`src/design/mbd_defines.vh`:
```
// Constants for the branch, decrement and interrupt-control execution block
`ifndef MBD_DEFINES_VH
`define MBD_DEFINES_VH
// ****************************************************************
// Operation codes presented by the decode stage
// ****************************************************************
`define MBD_OP_W          3
`define MBD_OP_NONE       3'h0
`define MBD_OP_DEC        3'h1
`define MBD_OP_IRQ_DIS    3'h2
`define MBD_OP_IRQ_EN     3'h3
`define MBD_OP_LBRANCH    3'h4
`define MBD_OP_LCALL      3'h5
`define MBD_OP_CBRANCH    3'h6
// ****************************************************************
// Widths and field positions
// ****************************************************************
`define MBD_PC_W          12
`define MBD_ADDR_W        7
`define MBD_DATA_W        8
`define MBD_TABLE_HIGH_POINTER_HI       2
`define MBD_PC_HI_W       3
`define MBD_ONE8          8'h01
`define MBD_ZERO8         8'h00
`define MBD_ONE12         12'h001
`define MBD_PC_RST        12'h000
`endif

```
`src/design/mbd_dec_unit.v`:
```
// Decrement arithmetic with zero detection
`include "mbd_defines.vh"
`default_nettype none
module mbd_dec_unit (
  input  wire [7:0] operand,
  output wire [7:0] result,
  output wire       zero
);
  // Pure combinational: one-cycle ops need the result within the cycle
  assign result = operand - `MBD_ONE8;
  assign zero   = (result == `MBD_ZERO8);
endmodule
`default_nettype wire

```
`src/design/mbd_exec.v`:
```
// Execution block for decrement, interrupt enable control and long branches
`include "mbd_defines.vh"
`default_nettype none
module mbd_exec (
  input  wire        clock,
  input  wire        rst,
  input  wire        op_valid,
  input  wire [2:0]  op_code,
  input  wire        dest_bit,
  input  wire [6:0]  reg_addr,
  input  wire [11:0] target_addr,
  input  wire [7:0]  reg_rdata,
  input  wire [7:0]  accumulator,
  input  wire [7:0]  table_high_pointer,
  input  wire [11:0] pc_current,
  output reg         busy,
  output reg         reg_we,
  output reg  [6:0]  reg_waddr,
  output reg  [7:0]  reg_wdata,
  output reg         acc_we,
  output reg  [7:0]  acc_wdata,
  output reg         zero_we,
  output reg         zero_flag,
  output reg         global_irq_enable_bit,
  output reg         pc_load,
  output reg  [11:0] pc_target,
  output reg         stack_push,
  output reg  [11:0] stack_data
);
  // ****************************************************************
  // State machine
  // ****************************************************************
  localparam [1:0] ST_IDLE = 2'b01;
  localparam [1:0] ST_FLUSH = 2'b10;

  reg  [1:0] state_q;
  wire [7:0] dec_result;
  wire       dec_zero;

  mbd_dec_unit u_dec (
    .operand (reg_rdata),
    .result  (dec_result),
    .zero    (dec_zero)
  );

  wire take = op_valid && (state_q == ST_IDLE);

  // Branches take a second cycle to discard the prefetched word
  always @(posedge clock) begin
    if (rst) begin
      state_q <= ST_IDLE;
      busy    <= 1'b0;
    end else begin
      case (state_q)
        ST_IDLE: begin
          if (take && (op_code == `MBD_OP_LBRANCH || op_code == `MBD_OP_LCALL ||
                       op_code == `MBD_OP_CBRANCH)) begin
            state_q <= ST_FLUSH;
            busy    <= 1'b1;
          end
        end
        ST_FLUSH: begin
          state_q <= ST_IDLE;
          busy    <= 1'b0;
        end
        default: begin
          state_q <= ST_IDLE;
          busy    <= 1'b0;
        end
      endcase
    end
  end

  // ****************************************************************
  // Result strobes, one-cycle pulses from flip-flops; global_irq_enable_bit is a held level
  // ****************************************************************
  always @(posedge clock) begin
    if (rst) begin
      reg_we     <= 1'b0;
      reg_waddr  <= 7'h00;
      reg_wdata  <= `MBD_ZERO8;
      acc_we     <= 1'b0;
      acc_wdata  <= `MBD_ZERO8;
      zero_we    <= 1'b0;
      zero_flag  <= 1'b0;
      pc_load    <= 1'b0;
      pc_target  <= `MBD_PC_RST;
      stack_push <= 1'b0;
      stack_data <= `MBD_PC_RST;
      global_irq_enable_bit <= 1'b0;
    end else begin
      reg_we     <= 1'b0;
      acc_we     <= 1'b0;
      zero_we    <= 1'b0;
      pc_load    <= 1'b0;
      stack_push <= 1'b0;
      if (take) begin
        case (op_code)
          `MBD_OP_DEC: begin
            reg_waddr <= reg_addr;
            reg_wdata <= dec_result;
            acc_wdata <= dec_result;
            reg_we    <= dest_bit;
            acc_we    <= !dest_bit;
            zero_we   <= 1'b1;
            zero_flag <= dec_zero;
          end
          `MBD_OP_IRQ_DIS: global_irq_enable_bit <= 1'b0;
          `MBD_OP_IRQ_EN:  global_irq_enable_bit <= 1'b1;
          `MBD_OP_LBRANCH: begin
            pc_load   <= 1'b1;
            pc_target <= target_addr;
          end
          `MBD_OP_LCALL: begin
            stack_push <= 1'b1;
            stack_data <= pc_current + `MBD_ONE12;
            pc_load    <= 1'b1;
            pc_target  <= target_addr;
          end
          `MBD_OP_CBRANCH: begin
            pc_load   <= 1'b1;
            // Bit 11 stays from the current page
            pc_target <= {pc_current[11], table_high_pointer[`MBD_TABLE_HIGH_POINTER_HI:0], accumulator};
          end
          default: begin
            pc_load <= 1'b0;
          end
        endcase
      end
    end
  end
endmodule
`default_nettype wire

```
`config.mk`:
```
export PLATFORM = sky130hd
export DESIGN_NAME = mbd_exec
export DESIGN_NICKNAME = d
export VERILOG_FILES = /design/src/design/mbd_dec_unit.v /design/src/design/mbd_exec.v
export VERILOG_INCLUDE_DIRS = /design/src /design/src/design
export SDC_FILE = /design/constraint.sdc
export NUM_CORES = 1
export LEC_CHECK = 0
export BUFFER_PORTS_ARGS = -buffer_cell sky130_fd_sc_hd__buf_2
export CELL_PAD_IN_SITES_DETAIL_PLACEMENT = 0
export CELL_PAD_IN_SITES_GLOBAL_PLACEMENT = 2
export CORE_MARGIN = 10
export CORE_UTILIZATION = 26
export DETAILED_ROUTE_END_ITERATION = 12
export PLACE_DENSITY = 0.81
export SYNTH_ARGS = -nofsm -noshare
export SYNTH_HDL_FRONTEND = slang
export SYNTH_SLANG_ARGS = --single-unit
```
`constraint.sdc`:
```
create_clock -name clock -period 4.18 [get_ports clock]
set_input_delay 0.836 -clock clock [delete_from_list [all_inputs] [get_ports clock]]
set_output_delay 0.836 -clock clock [all_outputs]
set_load 0.05 [all_outputs]
```
==> results.py <==
metrics = {
    "run_status": {
        "status": "completed",
    },
    "cts": {
        "cts_setup_buffers": 0,
        "cts_sinks": 48,
        "clk_pin_slew_worst_paths_ps": 90,
        "cts_inserted_buffers": 5,
        "insertion_delay_ps": 310,
        "clock_path_buffers": 2,
        "cts_resized": 0,
        "htreeDepth": 2,
        "cts_root_buf": "clkbuf_8",
        "cts_tree": "done",
        "ctsHoldBuffers": 0,
    },
    "sta": {
        "setup_viol": 0,
        "drv_slew": 0,
        "rsz0062_at_grt": "false",
        "tightestPinTransition_ps": 1010,
        "setup_tns_ps": 0,
        "fin_crit_sh": 0.5291,
        "fin_crit_ps": 2211,
        "fmax_ghz": 0.4522,
        "worst_clock_skew_ps": 11.67,
        "relSlewSlack": 0.3263,
        "hold_viol_final": 0,
    },
    "setup_path": {
        "worstSetupEndpointType": "register",
        "cp_max_fo": 24,
        "timing.rr.start": "busy$_SDFFE_PP0P_",
        "required_ps": 4410,
        "r2r-end": "zero_flag$_SDFFE_PP0P_",
        "critPathMaxStageDelay_ps": 740,
        "arrival_ps": 2440,
        "cp_cell_sequence": "buf_2 -> and4bb_2 -> and3b_1 -> o2111ai_1 -> a21oi_1",
        "crit_path_top_delay_cell": "and3b_1",
        "reg2reg_depth": 4,
        "worstSetupPathType": "in -> reg",
        "reg2reg_slack_ps": 2290,
        "crit_end": "zero_flag$_SDFFE_PP0P_",
        "critPathLaunch": "op_code[2]",
        "worstSetupStartpointType": "input port",
    },
    "route": {
        "routedWlPerCell_microns": 13.67,
        "ant_nets": 0,
        "drc": 0,
        "via_per_inst": 4.370,
        "wl_microns": 6029,
        "dr_total_vias": 1927,
        "drt_iter0_drc": 29,
        "firstDrtPassIters": 4,
    },
    "grt": {
        "grt_pass1_wl_microns": 10160,
        "antenna_found_initial": 0,
        "overflow": 0,
        "first_global_vias": 1963,
        "grt_usage": 0.09687,
        "grt_max_degree": 46,
    },
    "cells_and_area": {
        "nets": 400,
        "drive_above_1_share": 0.3750,
        "num_antenna_cells": 0,
        "utilization": 0.3495,
        "area_growth_pct": 32.48,
    },
    "yosys": {
        "ys_warn_count": 0,
        "async_flop_share": 0,
        "synthFlopType": "dfxtp_1",
        "synth.most_common_cell": "dfxtp_1",
        "ys_top_cells_by_area": "dfxtp_1 (45%), a211oi_1 (10%), nor2_1 (6.5%)",
        "synth_area_sq_um": 2146,
        "synth_cell_types": 37,
        "synth_edf_count": 0,
        "yosys.area.top_type_share": 0.4478,
        "netlist_instances": 237,
        "synth_top_cells_by_count": "dfxtp_1 (48), nor2_1 (37), a211oi_1 (29), nand2_1 (22), mux2i_1 (13)",
        "ys_seq_area_frac": 0.4478,
        "synth_top_area_cell": "dfxtp_1",
        "synth_seq_cells": 48,
        "syn_avg_cell_area_sq_um": 9.054,
        "syn_nets": 302,
    },
    "placed_design": {
        "place_congestion": 0.7341,
        "dp.final_hpwl_microns": 4676,
        "port_buffers": 111,
    },
    "die": {
        "start_util": 0.2638,
        "core-area_sq_um": 8134,
        "die_w_microns": 110.8,
        "num_rows": 33,
        "die_area_sq_um": 12290,
        "fp.dieH_microns": 110.8,
        "io_pins": 117,
    },
    "power": {
        "pwr-share-seq": 0.470,
        "power_density_nw_per_um2": 360.9,
        "swShare": 0.3017,
        "p_leak_nw": 1.315,
        "cellInternalPower_mw": 0.7164,
        "power.share.clock": 0.339,
        "p_sw_mw": 0.3096,
        "ir_worst_vdd_mv": 0.2024,
        "comb_power_share": 0.191,
    },
    "worst_hold_path": {
        "hold_path.class": "reg -> reg",
    },
    "job": {
        "max-cap-violations": 0,
    },
}
-- per-layer routing --
layer | global-route usage | up-vias | part of all wire
met3 | 0.03842 | 5 | 0.083
li1 | - | 1026 | -
met2 | 0.1592 | 59 | 0.48
met1 | 0.1121 | 837 | 0.42
met5 | 0 | - | 0
met4 | 0.03125 | 0 | 0.014
-- per-stage QoR --
stage | std cells | power [mW] | worst slack, ps | hold slack (ps) | cell area (sq um)
final | 441 | 1.026 | 1969 | 457.0 | 2843
after detailed placement | 433 | 0.6925 | 1549 | 448.8 | 2728
after global placement | 433 | 0.6914 | 1603 | 441.9 | 2728
after global routing | 441 | 1.079 | 1744 | 473.4 | 2843
after CTS | 441 | 1.049 | 1880 | 462.9 | 2843
after floorplan | 237 | 0.6269 | 2266 | 639.8 | 2146
-- worst max-delay path, delay by kind of cell --
family	cells	cell delay (ps)
buf+inv	1	110
compound gates	2	430
simple gates	2	1060
-- kinds of logic after synthesis --
| group | after synthesis | share of synthesized area |
|---|---|---|
| AOI/OAI and AO/OA | 46 | 0.1522 |
| xor gates and xnor gates | 15 | 0.06123 |
| adders and majority gates | 3 | 0.01749 |
| buffers and inverters | 26 | 0.06298 |
| DFF | 48 | 0.4478 |
| muxes | 13 | 0.06064 |
| and+or+nand+nor | 86 | 0.1977 |
-- power by group through the flow --
stage	Clock [mW]	Sequential, mW	Combinational, mW
floorplan	0	0.553	0.0739
global placement	0	0.493	0.199
detailed placement	0	0.493	0.199
CTS	0.366	0.483	0.200
global route	0.379	0.485	0.215
finish	0.348	0.482	0.196
-- flip-flops by register name, summed over array words and instances (netlist names), 7 cells and up --
signal and flops:
stack_data 12, pc_target 12, reg_waddr 7, acc_wdata 8
-- area by class of cell --
type                       instances  area [sq um]
inverter                           5         18.77
timing repair buffer             112         563.0
clock buffer                       5         68.82
fill                             870          5291
multi-input combinational        163          1054
sequential                        48         960.9
clock inverter                     3         46.29
tap                              105         131.4
-- how the worst min path moves through the flow --
| stage | slack, ps | from | cells past startpoint | end |
|---|---|---|---|---|
| after CTS | 460 | reg_waddr[4]$_SDFFE_PP0P_ | 2 | reg_waddr[4]$_SDFFE_PP0P_ |
| final | 460 | zero_flag$_SDFFE_PP0P_ | 2 | zero_flag$_SDFFE_PP0P_ |
| after global placement | 440 | reg_waddr[2]$_SDFFE_PP0P_ | 2 | reg_waddr[2]$_SDFFE_PP0P_ |
| after detailed placement | 450 | zero_flag$_SDFFE_PP0P_ | 2 | zero_flag$_SDFFE_PP0P_ |
| after global routing | 470 | reg_waddr[2]$_SDFFE_PP0P_ | 2 | reg_waddr[2]$_SDFFE_PP0P_ |
| after floorplan | 640 | state_q[0]$_SDFFE_PP1P_ | 3 | state_q[0]$_SDFFE_PP1P_ |
-- placed cells by master (no fill, tap or decap), drive strengths merged, types with 3 or more instances in the layout --
cell type and n:
a211oi 30, a21oi 10, buf 112, clkbuf 5, dfxtp 48, ha 3
inv 6, mux2i 13, nand2 22, nand3 7, nor2 37, nor3 3
xnor2 8, xor2 7
Power figures use the tool's default switching activity.
